==> src/ppfm_regs.svh <==
// Register offsets, field positions and reset values of the port block
`ifndef PPFM_REGS_SVH
`define PPFM_REGS_SVH

// ----------------------------------------------------------------------------
// Register byte offsets
// ----------------------------------------------------------------------------
`define PPFM_OFS_P0_OUT    12'h000
`define PPFM_OFS_P0_DIR    12'h004
`define PPFM_OFS_P0_PU     12'h008
`define PPFM_OFS_P0_IN     12'h00C
`define PPFM_OFS_P2_OUT    12'h010
`define PPFM_OFS_P2_DIR    12'h014
`define PPFM_OFS_P2_CTL    12'h018
`define PPFM_OFS_P2_IN     12'h01C
`define PPFM_OFS_P4_OUT    12'h020
`define PPFM_OFS_P4_DIR    12'h024
`define PPFM_OFS_P4_PU     12'h028
`define PPFM_OFS_P4_IN     12'h02C
`define PPFM_OFS_EDGE      12'h030
`define PPFM_OFS_SER_CFG   12'h034
`define PPFM_OFS_IRQ_STAT  12'h038
`define PPFM_OFS_IRQ_MASK  12'h03C

// ----------------------------------------------------------------------------
// Field positions and reset values
// ----------------------------------------------------------------------------
`define PPFM_P2_BIT_CLK    0
`define PPFM_P2_BIT_SO     1
`define PPFM_P2_BIT_SI     2
`define PPFM_P2_BIT_TMR    3
`define PPFM_P2_BIT_CPT    4
`define PPFM_SER_ASYNC     0
`define PPFM_SER_CLK_OUT   1
`define PPFM_IRQ_A         0
`define PPFM_IRQ_B         1
`define PPFM_IRQ_KEY       2
`define PPFM_RST_BYTE      8'h00
`define PPFM_RST_DIR       8'hFF
`define PPFM_RST_EDGE      4'h0

`endif

==> src/ppfm_pkg.sv <==
// Types shared by the port block
package ppfm_pkg;
  // Valid edge of one external interrupt input
  typedef enum logic [1:0] {
    PPFM_EDGE_RISE = 2'h0,
    PPFM_EDGE_FALL = 2'h1,
    PPFM_EDGE_BOTH = 2'h2,
    PPFM_EDGE_OFF = 2'h3
  } ppfm_edge_e;
  typedef logic [7:0] ppfm_byte_t;
endpackage : ppfm_pkg

==> src/ppfm_edge_det.sv <==
// Edge detector of one external interrupt input with selectable edge
`timescale 1ns/100ps
module ppfm_edge_det (
  // Clock and reset
  input wire logic pclk,
  input wire logic presetn,
  // Level and edge choice
  input wire logic level_in,
  input wire logic [1:0] edge_sel,
  // Detection pulse
  output logic hit
);
  logic prev_reg;
  logic prev_next;
  logic armed_reg;
  logic armed_next;
  logic hit_next;
  logic rise;
  logic fall;

  // Compare with last sample; encoding 3 disables the input
  always_comb begin
    prev_next = level_in;
    armed_next = 1'b1;
    rise = level_in & ~prev_reg;
    fall = ~level_in & prev_reg;
    unique case (ppfm_pkg::ppfm_edge_e'(edge_sel))
      ppfm_pkg::PPFM_EDGE_RISE: hit_next = rise;
      ppfm_pkg::PPFM_EDGE_FALL: hit_next = fall;
      ppfm_pkg::PPFM_EDGE_BOTH: hit_next = rise | fall;
      ppfm_pkg::PPFM_EDGE_OFF: hit_next = 1'b0;
    endcase
    // First sample only primes, so a pin high at reset gives no false rise
    if (!armed_reg) begin
      hit_next = 1'b0;
    end
  end

  // Registers
  always_ff @(posedge pclk or negedge presetn) begin
    if (!presetn) begin
      prev_reg <= 1'b0;
      armed_reg <= 1'b0;
      hit <= 1'b0;
    end else begin
      prev_reg <= prev_next;
      armed_reg <= armed_next;
      hit <= hit_next;
    end
  end

  AST_EDGE_RISE: assert property (@(posedge pclk)
    disable iff (!presetn)
    (armed_reg && edge_sel == 2'h0 && level_in && !$past(level_in)) |=> hit)
    else $error("rising edge missed");
endmodule : ppfm_edge_det

==> src/ppfm_apb_slave.sv <==
// APB slave register file of the port block
`timescale 1ns/100ps
`include "ppfm_regs.svh"
module ppfm_apb_slave (
  // Clock and reset
  input wire logic pclk,
  input wire logic presetn,
  // APB
  input wire logic psel,
  input wire logic penable,
  input wire logic pwrite,
  input wire logic [11:0] paddr,
  input wire logic [31:0] pwdata,
  output logic [31:0] prdata,
  output logic pready,
  output logic pslverr,
  // Register contents
  output logic [7:0] p0_out_reg,
  output logic [7:0] p0_dir_reg,
  output logic [7:0] p0_pu_reg,
  output logic [7:0] p2_out_reg,
  output logic [7:0] p2_dir_reg,
  output logic [7:0] p2_ctl_reg,
  output logic [7:0] p4_out_reg,
  output logic [7:0] p4_dir_reg,
  output logic [7:0] p4_pu_reg,
  output logic [3:0] edge_reg,
  output logic [1:0] ser_reg,
  output logic [2:0] mask_reg,
  output logic [2:0] stat_reg,
  // Pin states and events
  input wire logic [7:0] p0_in,
  input wire logic [7:0] p2_in,
  input wire logic [7:0] p4_in,
  input wire logic [2:0] events
);
  logic wr;
  logic [2:0] stat_next;
  logic [31:0] rd_next;
  logic err_next;

  // Single wait-free access phase; write at pready edge
  assign wr = psel & penable & pwrite;

  // Sticky status: set wins over write-one clear
  always_comb begin
    stat_next = stat_reg;
    if (wr && paddr == `PPFM_OFS_IRQ_STAT) begin
      stat_next = stat_reg & ~pwdata[2:0];
    end
    stat_next = stat_next | events;
  end

  // Read mux, unmapped addresses answer with an error
  always_comb begin
    rd_next = 32'h0000_0000;
    err_next = 1'b0;
    unique case (paddr)
      `PPFM_OFS_P0_OUT: rd_next[7:0] = p0_out_reg;
      `PPFM_OFS_P0_DIR: rd_next[7:0] = p0_dir_reg;
      `PPFM_OFS_P0_PU: rd_next[7:0] = p0_pu_reg;
      `PPFM_OFS_P0_IN: rd_next[7:0] = p0_in;
      `PPFM_OFS_P2_OUT: rd_next[7:0] = p2_out_reg;
      `PPFM_OFS_P2_DIR: rd_next[7:0] = p2_dir_reg;
      `PPFM_OFS_P2_CTL: rd_next[7:0] = p2_ctl_reg;
      `PPFM_OFS_P2_IN: rd_next[7:0] = p2_in;
      `PPFM_OFS_P4_OUT: rd_next[7:0] = p4_out_reg;
      `PPFM_OFS_P4_DIR: rd_next[7:0] = p4_dir_reg;
      `PPFM_OFS_P4_PU: rd_next[7:0] = p4_pu_reg;
      `PPFM_OFS_P4_IN: rd_next[7:0] = p4_in;
      `PPFM_OFS_EDGE: rd_next[3:0] = edge_reg;
      `PPFM_OFS_SER_CFG: rd_next[1:0] = ser_reg;
      `PPFM_OFS_IRQ_STAT: rd_next[2:0] = stat_reg;
      `PPFM_OFS_IRQ_MASK: rd_next[2:0] = mask_reg;
      default: err_next = 1'b1;
    endcase
  end

  // Registers; direction resets to all inputs
  always_ff @(posedge pclk or negedge presetn) begin
    if (!presetn) begin
      p0_out_reg <= `PPFM_RST_BYTE;
      p0_dir_reg <= `PPFM_RST_DIR;
      p0_pu_reg <= `PPFM_RST_BYTE;
      p2_out_reg <= `PPFM_RST_BYTE;
      p2_dir_reg <= `PPFM_RST_DIR;
      p2_ctl_reg <= `PPFM_RST_BYTE;
      p4_out_reg <= `PPFM_RST_BYTE;
      p4_dir_reg <= `PPFM_RST_DIR;
      p4_pu_reg <= `PPFM_RST_BYTE;
      edge_reg <= `PPFM_RST_EDGE;
      ser_reg <= 2'h0;
      mask_reg <= 3'h0;
      stat_reg <= 3'h0;
      prdata <= 32'h0000_0000;
      pready <= 1'b0;
      pslverr <= 1'b0;
    end else begin
      stat_reg <= stat_next;
      pready <= psel & ~penable;
      pslverr <= psel & ~penable & err_next;
      prdata <= (psel & ~penable & ~pwrite) ? rd_next : 32'h0000_0000;
      if (wr) begin
        unique case (paddr)
          `PPFM_OFS_P0_OUT: p0_out_reg <= pwdata[7:0];
          `PPFM_OFS_P0_DIR: p0_dir_reg <= pwdata[7:0];
          `PPFM_OFS_P0_PU: p0_pu_reg <= pwdata[7:0];
          `PPFM_OFS_P2_OUT: p2_out_reg <= pwdata[7:0];
          `PPFM_OFS_P2_DIR: p2_dir_reg <= pwdata[7:0];
          `PPFM_OFS_P2_CTL: p2_ctl_reg <= pwdata[7:0];
          `PPFM_OFS_P4_OUT: p4_out_reg <= pwdata[7:0];
          `PPFM_OFS_P4_DIR: p4_dir_reg <= pwdata[7:0];
          `PPFM_OFS_P4_PU: p4_pu_reg <= pwdata[7:0];
          `PPFM_OFS_EDGE: edge_reg <= pwdata[3:0];
          `PPFM_OFS_SER_CFG: ser_reg <= pwdata[1:0];
          `PPFM_OFS_IRQ_MASK: mask_reg <= pwdata[2:0];
          default: ;
        endcase
      end
    end
  end

  AST_STICKY: assert property (@(posedge pclk) disable iff (!presetn)
    events[0] |=> stat_reg[0])
    else $error("event lost from status");
endmodule : ppfm_apb_slave

==> src/ppfm_port_top.sv <==
// Three-port pin block with direction, pull-up and alternate functions
//
// The APB slave port and the register addresses are this design's own decisions.
`timescale 1ns/100ps
`include "ppfm_regs.svh"
// Operation
// - Plain port direction per pin
// - Plain port pull-up only on inputs
// - All pins inputs after reset
// - Shared port direction per pin
// - Shared port per-bit control operation select
// - Bits 0-2 carry serial clock/data
// - Bit 3 timer out, bit 4 capture
// - Key port direction and pull-ups
// - Key port feeds key return, IRQs
// - IRQ edge rising, falling or both
module ppfm_port_top #(
  parameter int WIDTH = 8
) (
  // Clock and reset
  input wire logic pclk,
  input wire logic presetn,
  // APB
  input wire logic psel,
  input wire logic penable,
  input wire logic pwrite,
  input wire logic [11:0] paddr,
  input wire logic [31:0] pwdata,
  output logic [31:0] prdata,
  output logic pready,
  output logic pslverr,
  // Plain port pins
  input wire logic [WIDTH-1:0] plain_port_pins_i,
  output logic [WIDTH-1:0] plain_port_pins_o,
  output logic [WIDTH-1:0] plain_port_pins_oe,
  output logic [WIDTH-1:0] plain_port_pullup,
  // Shared serial/timer port pins
  input wire logic [WIDTH-1:0] shared_port_i,
  output logic [WIDTH-1:0] shared_port_o,
  output logic [WIDTH-1:0] shared_port_oe,
  // Key/interrupt port pins
  input wire logic [WIDTH-1:0] key_port_i,
  output logic [WIDTH-1:0] key_port_o,
  output logic [WIDTH-1:0] key_port_oe,
  output logic [WIDTH-1:0] key_port_pullup,
  // Serial interface side
  input wire logic sync_serial_clock_out,
  input wire logic sync_serial_data_out,
  input wire logic async_transmit_data,
  output logic sync_serial_clock_in,
  output logic async_serial_clock_in,
  output logic sync_serial_data_in,
  output logic async_receive_data,
  // Timer side
  input wire logic timer_b_output,
  output logic capture_edge_in,
  // Key return and interrupts
  output logic [WIDTH-1:0] key_return_inputs,
  output logic ext_irq_a,
  output logic ext_irq_b,
  output logic irq
);
  // --------------------------------------------------------------------------
  // Elaboration check
  // --------------------------------------------------------------------------
  if (WIDTH != 8) begin : g_bad_width
    $error("port block supports eight pins only");
  end

  // --------------------------------------------------------------------------
  // Register file
  // --------------------------------------------------------------------------
  logic [7:0] p0_out_reg;
  logic [7:0] p0_dir_reg;
  logic [7:0] p0_pu_reg;
  logic [7:0] p2_out_reg;
  logic [7:0] p2_dir_reg;
  logic [7:0] p2_ctl_reg;
  logic [7:0] p4_out_reg;
  logic [7:0] p4_dir_reg;
  logic [7:0] p4_pu_reg;
  logic [3:0] edge_reg;
  logic [1:0] ser_reg;
  logic [2:0] mask_reg;
  logic [2:0] stat_reg;
  logic [2:0] events;
  logic hit_a;
  logic hit_b;
  logic key_hit;
  logic [7:0] key_prev_reg;

  ppfm_apb_slave u_regs (
    .pclk(pclk),
    .presetn(presetn),
    .psel(psel),
    .penable(penable),
    .pwrite(pwrite),
    .paddr(paddr),
    .pwdata(pwdata),
    .prdata(prdata),
    .pready(pready),
    .pslverr(pslverr),
    .p0_out_reg(p0_out_reg),
    .p0_dir_reg(p0_dir_reg),
    .p0_pu_reg(p0_pu_reg),
    .p2_out_reg(p2_out_reg),
    .p2_dir_reg(p2_dir_reg),
    .p2_ctl_reg(p2_ctl_reg),
    .p4_out_reg(p4_out_reg),
    .p4_dir_reg(p4_dir_reg),
    .p4_pu_reg(p4_pu_reg),
    .edge_reg(edge_reg),
    .ser_reg(ser_reg),
    .mask_reg(mask_reg),
    .stat_reg(stat_reg),
    .p0_in(plain_port_pins_i),
    .p2_in(shared_port_i),
    .p4_in(key_port_i),
    .events(events)
  );

  // --------------------------------------------------------------------------
  // Interrupt edge detectors on the two upper key pins
  // --------------------------------------------------------------------------
  ppfm_edge_det u_edge_a (
    .pclk(pclk),
    .presetn(presetn),
    .level_in(key_port_i[6]),
    .edge_sel(edge_reg[1:0]),
    .hit(hit_a)
  );

  ppfm_edge_det u_edge_b (
    .pclk(pclk),
    .presetn(presetn),
    .level_in(key_port_i[7]),
    .edge_sel(edge_reg[3:2]),
    .hit(hit_b)
  );

  // Key return event: any falling edge among key pins in input mode
  assign key_hit = |(key_prev_reg & ~key_port_i & p4_dir_reg);
  assign events = {key_hit, hit_b, hit_a};

  // --------------------------------------------------------------------------
  // Pin drivers, all registered
  // --------------------------------------------------------------------------
  logic [7:0] p0_o_next;
  logic [7:0] p0_oe_next;
  logic [7:0] p0_pu_next;
  logic [7:0] p2_o_next;
  logic [7:0] p2_oe_next;
  logic [7:0] p4_o_next;
  logic [7:0] p4_oe_next;
  logic [7:0] p4_pu_next;
  logic ser_async;
  logic ser_clk_drive;

  assign ser_async = ser_reg[`PPFM_SER_ASYNC];
  assign ser_clk_drive = ser_reg[`PPFM_SER_CLK_OUT];

  // Direction bit 1 means input, so reset leaves every driver off
  always_comb begin
    p0_o_next = p0_out_reg;
    p0_oe_next = ~p0_dir_reg;
    p0_pu_next = p0_pu_reg & p0_dir_reg;
    p4_o_next = p4_out_reg;
    p4_oe_next = ~p4_dir_reg;
    p4_pu_next = p4_pu_reg & p4_dir_reg;
    p2_o_next = p2_out_reg;
    p2_oe_next = ~p2_dir_reg;
    // Control bits 0, 1 and 3 substitute peripheral data, direction still gates; bits 2 and 4 force input
    if (p2_ctl_reg[`PPFM_P2_BIT_CLK]) begin
      p2_o_next[`PPFM_P2_BIT_CLK] = sync_serial_clock_out;
      p2_oe_next[`PPFM_P2_BIT_CLK] = ~p2_dir_reg[`PPFM_P2_BIT_CLK] &
        ~ser_async & ser_clk_drive;
    end
    if (p2_ctl_reg[`PPFM_P2_BIT_SO]) begin
      p2_o_next[`PPFM_P2_BIT_SO] = ser_async ? async_transmit_data :
        sync_serial_data_out;
    end
    if (p2_ctl_reg[`PPFM_P2_BIT_SI]) begin
      p2_oe_next[`PPFM_P2_BIT_SI] = 1'b0;
    end
    if (p2_ctl_reg[`PPFM_P2_BIT_TMR]) begin
      p2_o_next[`PPFM_P2_BIT_TMR] = timer_b_output;
    end
    if (p2_ctl_reg[`PPFM_P2_BIT_CPT]) begin
      p2_oe_next[`PPFM_P2_BIT_CPT] = 1'b0;
    end
  end

  // --------------------------------------------------------------------------
  // Output registers
  // --------------------------------------------------------------------------
  always_ff @(posedge pclk or negedge presetn) begin
    if (!presetn) begin
      plain_port_pins_o <= 8'h00;
      plain_port_pins_oe <= 8'h00;
      plain_port_pullup <= 8'h00;
      shared_port_o <= 8'h00;
      shared_port_oe <= 8'h00;
      key_port_o <= 8'h00;
      key_port_oe <= 8'h00;
      key_port_pullup <= 8'h00;
      sync_serial_clock_in <= 1'b0;
      async_serial_clock_in <= 1'b0;
      sync_serial_data_in <= 1'b0;
      async_receive_data <= 1'b0;
      capture_edge_in <= 1'b0;
      key_return_inputs <= 8'h00;
      ext_irq_a <= 1'b0;
      ext_irq_b <= 1'b0;
      irq <= 1'b0;
      key_prev_reg <= 8'h00;
    end else begin
      plain_port_pins_o <= p0_o_next;
      plain_port_pins_oe <= p0_oe_next;
      plain_port_pullup <= p0_pu_next;
      shared_port_o <= p2_o_next;
      shared_port_oe <= p2_oe_next;
      key_port_o <= p4_o_next;
      key_port_oe <= p4_oe_next;
      key_port_pullup <= p4_pu_next;
      // Inputs seen only while the bit is in control operation
      sync_serial_clock_in <= p2_ctl_reg[0] & ~ser_async &
        shared_port_i[0];
      async_serial_clock_in <= p2_ctl_reg[0] & ser_async &
        shared_port_i[0];
      sync_serial_data_in <= p2_ctl_reg[2] & ~ser_async &
        shared_port_i[2];
      async_receive_data <= p2_ctl_reg[2] & ser_async &
        shared_port_i[2];
      capture_edge_in <= p2_ctl_reg[4] & shared_port_i[4];
      key_return_inputs <= key_port_i;
      ext_irq_a <= hit_a;
      ext_irq_b <= hit_b;
      irq <= |(stat_reg & mask_reg);
      key_prev_reg <= key_port_i;
    end
  end

  // --------------------------------------------------------------------------
  // Checks
  // --------------------------------------------------------------------------
  AST_P0_PULLUP_INPUT_ONLY: assert property (@(posedge pclk)
    disable iff (!presetn)
    ##1 (plain_port_pullup & plain_port_pins_oe) == 8'h00)
    else $error("pull-up on plain output pin");
  AST_P4_PULLUP: assert property (@(posedge pclk) disable iff (!presetn)
    (key_port_pullup & key_port_oe) == 8'h00)
    else $error("pull-up on key output pin");
  AST_P0_DIR: assert property (@(posedge pclk) disable iff (!presetn)
    1'b1 |=> plain_port_pins_oe == ~$past(p0_dir_reg))
    else $error("plain port direction wrong");
  AST_RESET_INPUT: assert property (@(posedge pclk)
    $rose(presetn) |-> (shared_port_oe == 8'h00 && key_port_oe == 8'h00))
    else $error("pin driven after reset");
  AST_P2_DIR: assert property (@(posedge pclk) disable iff (!presetn)
    (p2_ctl_reg == 8'h00) |=> shared_port_oe == ~$past(p2_dir_reg))
    else $error("shared port direction wrong");
  AST_TMR_OUT: assert property (@(posedge pclk) disable iff (!presetn)
    p2_ctl_reg[3] |=> shared_port_o[3] == $past(timer_b_output))
    else $error("timer output not routed");
  AST_TXD: assert property (@(posedge pclk) disable iff (!presetn)
    (p2_ctl_reg[1] && ser_async) |=>
      shared_port_o[1] == $past(async_transmit_data))
    else $error("transmit data not routed");
  AST_PLAIN_MODE: assert property (@(posedge pclk) disable iff (!presetn)
    !p2_ctl_reg[3] |=> shared_port_o[3] == $past(p2_out_reg[3]))
    else $error("plain mode data wrong");
  AST_IRQ_OUT: assert property (@(posedge pclk) disable iff (!presetn)
    |(stat_reg & mask_reg) |=> irq)
    else $error("interrupt not raised");
endmodule : ppfm_port_top

==> config.mk <==
export PLATFORM = sky130hd
export DESIGN_NAME = ppfm_port_top
export DESIGN_NICKNAME = d
export VERILOG_FILES = /design/src/ppfm_pkg.sv /design/src/ppfm_edge_det.sv /design/src/ppfm_apb_slave.sv /design/src/ppfm_port_top.sv
export VERILOG_INCLUDE_DIRS = /design/src
export SDC_FILE = /design/constraint.sdc
export NUM_CORES = 1
export LEC_CHECK = 0
export BUFFER_PORTS_ARGS = -buffer_cell sky130_fd_sc_hd__buf_2
export CAP_MARGIN = 0
export CORE_MARGIN = 1.5
export CORE_UTILIZATION = 33
export CTS_CLUSTER_DIAMETER = 40
export CTS_CLUSTER_SIZE = 10
export DETAILED_ROUTE_END_ITERATION = 12
export PLACE_DENSITY = 0.56
export RECOVER_POWER = 50
export SLEW_MARGIN = 10
export SYNTH_ARGS = -nofsm -noshare
export SYNTH_HDL_FRONTEND = slang
export SYNTH_SLANG_ARGS = --single-unit
==> constraint.sdc <==
create_clock -name pclk -period 1.5 [get_ports pclk]
set_clock_uncertainty 0.1 [all_clocks]
set_input_delay 0.3 -clock pclk [delete_from_list [all_inputs] [get_ports pclk]]
set_output_delay 0.3 -clock pclk [all_outputs]
set_load 0.005 [all_outputs]
After elaboration in Yosys (flattened, before gate mapping) --
Cells that the tools add are included. W data, S select, Z words.
Operators by class: eq/ne operators 21, mux-type cells 18, bitwise gates (word level) 42, reduce and logical (&&, ||, !) cells 19
Operator list (count):
- $eq A12 B6 Y1 const B | 8
- $eq A12 B5 Y1 const B | 4
- $pmux W4 S12 | 1
- $and A8 B8 Y8 | 4
- $not A8 Y8 | 4
- $pmux W2 S16 | 1
- $eq A12 B4 Y1 const B | 2
- $reduce_and A2 Y1 | 12
- $and A1 B1 Y1 | 20
- $reduce_or A16 Y1 | 1
- $pmux W1 S15 | 1
- $pmux W1 S13 | 1
- $eq A12 B3 Y1 const B | 1
- $logic_not A12 Y1 | 1
- $mux W1 | 10
- $eq A2 B2 Y1 const B | 4
- $mux W8 | 1
- $not A1 Y1 | 8
- $pmux W1 S4 | 2
- $reduce_or A8 Y1 | 1
- $and A3 B3 Y3 | 2
- $eq A2 B1 Y1 const B | 2
- $logic_not A2 Y1 | 2
- $mux W3 | 1
- other kinds (5) | 6
Word-level totals: register bits after elaboration 203, word-level logic and storage cells 138

Logic depth before layout (Yosys ltp) --
word-level depth 5, mapped depth 7, gate-level depth less buffers 6

Hierarchy --
A second synthesis with hierarchy kept.
Unflattened totals: cells, all modules 564, area total of the unflattened synthesis 7514.7 um^2
Modules (own cells, without submodules):
- ppfm_apb_slave | instances 1, cells each 391, area each 4863.4 um^2, sequential area each 2382.3 um^2
- ppfm_port_top | instances 1, cells each 147, area each 2363.5 um^2, sequential area each 2001.9 um^2
- ppfm_edge_det | instances 2, cells each 13, area each 143.9 um^2, sequential area each 75.1 um^2

Worst setup path after synthesis --
No wires, ideal clock.
kind in2reg, start point input port paddr[11], end point register u_regs.p0_pu_reg[3], data arrival time 2093 ps, setup slack -817 ps, stages 5, cells stage by stage or4_4 > or2_4 > buf_6 > nor4_4 > mux2_2
On the way: word-level cells in the longest chain between the ends 2
Ends and longest elaborated chain:
- start, declared | line ppfm_port_top.sv:27 | input wire logic [11:0] paddr,
- $eq A12 B4 Y1 | line ppfm_apb_slave.sv:104 | unique case (paddr)
- $reduce_and A2 Y1 (no source line)
- end signal, assigned | line ppfm_apb_slave.sv:84 | p0_pu_reg <= `PPFM_RST_BYTE;
- end signal, assigned | line ppfm_apb_slave.sv:107 | `PPFM_OFS_P0_PU: p0_pu_reg <= pwdata[7:0];
- end, declared | line ppfm_apb_slave.sv:20 | output logic [7:0] p0_pu_reg,
No other way between the ends. A chain may end at the register's enable or synchronous reset.

Worst setup path in the final report --
start point input port paddr[11], end point register u_regs.p0_out_reg[0]
On the way: word-level cells in the longest chain between the ends 2
Ends and longest elaborated chain:
- $logic_not A12 Y1 | line ppfm_apb_slave.sv:104
- $reduce_and A2 Y1 (no source line)
- end signal, assigned | line ppfm_apb_slave.sv:82 | p0_out_reg <= `PPFM_RST_BYTE;
- end signal, assigned | line ppfm_apb_slave.sv:105 | `PPFM_OFS_P0_OUT: p0_out_reg <= pwdata[7:0];
- end, declared | line ppfm_apb_slave.sv:18 | output logic [7:0] p0_out_reg,
No other way between the ends.

==> results.cfg <==
[status]
status = finished, violations left
violations = negative setup slack

[sta]
hold_violations = 0
fin_crit_sh = 1.23
fin_setup_tns_ns = -23.67
rsz0062_at_grt = yes
max_freq_ghz = 0.544
finalSetupViolations = 87
slew_violations = 0
layout_setup_ws_ns = -0.339
finalHoldWorstSlack_ns = 0.0179
period_needed_ns = 1.84
relSlewSlack = 0.508
tightest_slew_ns = 0.738

[cells_and_area]
fin_cells = 1126
area_growth_pct = 40.9
final_cell_mix = dfrtp_1, buf_2, mux2_4
final_layout_size_suffix_gt1_frac = 0.495
mostFrequentLayoutCell = dfrtp_1
final_area_mm2 = 0.0106
fin_nets = 909
n_fill_cell = 2064
antennaDiodeCount = 0
ff_latch_area_mm2 = 0.00446
multi_input_area_mm2 = 0.00330

[min_path]
hp-class = in2reg

[critical_path]
cpPeakStageDelay_ns = 0.58
setup.worst_path.class = in2reg
cp_common_cell = buf_6
crit_path_start_kind = input port
path_max_fanout = 5
crit_family = simple AND/OR/NAND/NOR gates
arrival_ns = 2.06
path_buf_inv = 2
crit_path_end_kind = flip-flop
crit_chain = buf_6, or4_4, or2_4, nor3_4, buf_6, mux2_4
cp_slowest_cell = or4_4
cp.required_ns = 1.72

[clock_network]
clkTransAtPathRegs_ns = 0.07
clock_sinks = 177
numCtsBuffers = 17
clockRootBuffer = clkbuf_16
h-tree-depth = 4
cts_tree = built
cts_buffer_depth = 2
clkLatencyLatePin_ns = 0.44

[floorplan]
initial_utilization = 0.335
die_height_um = 154
core_mm2 = 0.0226
die_w_um = 154
ios = 191
fp.dieArea_mm2 = 0.0238
num_rows = 55

[power_and_ir_drop]
p_per_area_mw_per_mm2 = 971
leakage_uw = 0.00504
peakVddDrop_mv = 0.669

[placed_design]
port_buffers = 142
place_inst = 1082
placed_cell_area_mm2 = 0.00955
place_ws_ns = -0.839
dp_hpwl_um = 17600
routabilityCongestion = 0.908

[global_routing]
antenna_found_initial = 0
grt_use_total = 0.209
grt_pass1_wl_um = 37000
grt_pass1_vias = 6015
grt_max_degree = 45
overflow = 0

[job]
drv_cap = 0

[yosys]
ys_types = 62
ys.flop_type = dfrtp_1
ys_seq_elements = 177
synth_edf_count = 0
yosysSeqAreaShare = 0.590
ys_warn_count = 0
syn_area_mm2 = 0.00755
synthArstFlopShare = 1.00
syn_inst = 563
postSynthAreaPerCell_um2 = 13.4

[drt]
vias = 5629
drc = 0
viasPerCell = 5.00
antenna_left = 0
avgRoutedWirePerCell_um = 21.2
firstDrtPassIters = 5
drt_iter0_drc = 296
wirelength_um = 23900
==> where the power goes <==
group	switching, µW	internal [µW]	total (µW)
combinational	451	305	756
clock	1890	2860	4750
sequential	15.3	4800	4810
==> layout make-up <==
type	instances	share of cell area
flip-flops and latches	177	0.419
multi-input cells	329	0.311
repair buffers	272	0.167
clock buffers	21	0.0433
well taps	285	0.0335
clock inverters	11	0.0151
inverters	31	0.0109
==> cells in the mapped netlist (all sizes together), types with 3 or more instances <==
| cell type | number | share of area |
|---|---|---|
| a211o | 3 | 0.0035 |
| a21o | 4 | 0.0040 |
| a21oi | 7 | 0.0046 |
| a221oi | 3 | 0.0035 |
| a22o | 3 | 0.0035 |
| a22oi | 5 | 0.0050 |
| a31oi | 5 | 0.0041 |
| a32oi | 3 | 0.0035 |
| and2 | 21 | 0.017 |
| and3 | 9 | 0.0075 |
| buf | 34 | 0.031 |
| clkbuf | 16 | 0.0080 |
| dfrtp | 153 | 0.51 |
| dfstp | 24 | 0.083 |
| ha | 4 | 0.0066 |
| inv | 31 | 0.015 |
| mux2 | 86 | 0.13 |
| mux2i | 18 | 0.024 |
| mux4 | 6 | 0.018 |
| nand2 | 10 | 0.0050 |
| nand2b | 4 | 0.0033 |
| nand3 | 12 | 0.0086 |
| nand3b | 10 | 0.0099 |
| nand4 | 5 | 0.0041 |
| nor2 | 17 | 0.0084 |
| nor2b | 7 | 0.0058 |
| nor3 | 8 | 0.010 |
| nor4 | 7 | 0.016 |
| o211ai | 4 | 0.0040 |
| o21ai | 5 | 0.0033 |
| o2bb2ai | 6 | 0.0070 |
| or2 | 4 | 0.0036 |
| or4b | 3 | 0.0040 |
==> layer usage <==
| layer | part of all wire | vias to the layer above | track usage |
|---|---|---|---|
| li1 | - | 2495 | - |
| met1 | 0.46 | 2913 | 0.290 |
| met2 | 0.47 | 189 | 0.324 |
| met3 | 0.052 | 32 | 0.0490 |
| met4 | 0.017 | 0 | 0.0668 |
| met5 | 0 | - | 0 |
==> stage by stage <==
| step | util | total power [µW] |
|---|---|---|
| global placement | 0.423 | 5600 |
| floorplan | - | 5190 |
| finish | 0.471 | 10300 |
| global route | 0.471 | 10700 |
| CTS | 0.471 | 10400 |
| detailed placement | 0.423 | 5610 |
==> path summary, 6_finish.rpt <==
path	from	to	slack [ns]	cells after the start
min reg2reg	u_edge_b.hit	ext_irq_b	0.31	0
min in group asynchronous	presetn	plain_port_pins_oe[4]	0.37	2
max reg2reg	key_prev_reg[7]	u_regs.stat_reg[2]	-0.21	5
max in group asynchronous	presetn	u_regs.p2_dir_reg[0]	0.11	3
max	paddr[11]	u_regs.p0_out_reg[0]	-0.34	6
min	shared_port_i[4]	capture_edge_in	0.02	2
==> repair_timing <==
item | 4_1_cts | 5_1_grt
gates cloned | 1 | 0
setup endpoints to repair | 91 | 94
endpoints found under the hold margin | 170 | 0
pin swaps | 10 | 14
hold buffers | 10 | 0
buffers inserted | 1 | 4
resized for setup | 83 | 32
==> cell families after synthesis <==
family | synth area share
compound gates | 0.0654
fa+ha+maj | 0.00663
simple gates | 0.112
flops | 0.590
buf+inv | 0.0542
mux | 0.170
other cells | 0.000994
No activity file was read; power rests on OpenSTA's default activity.
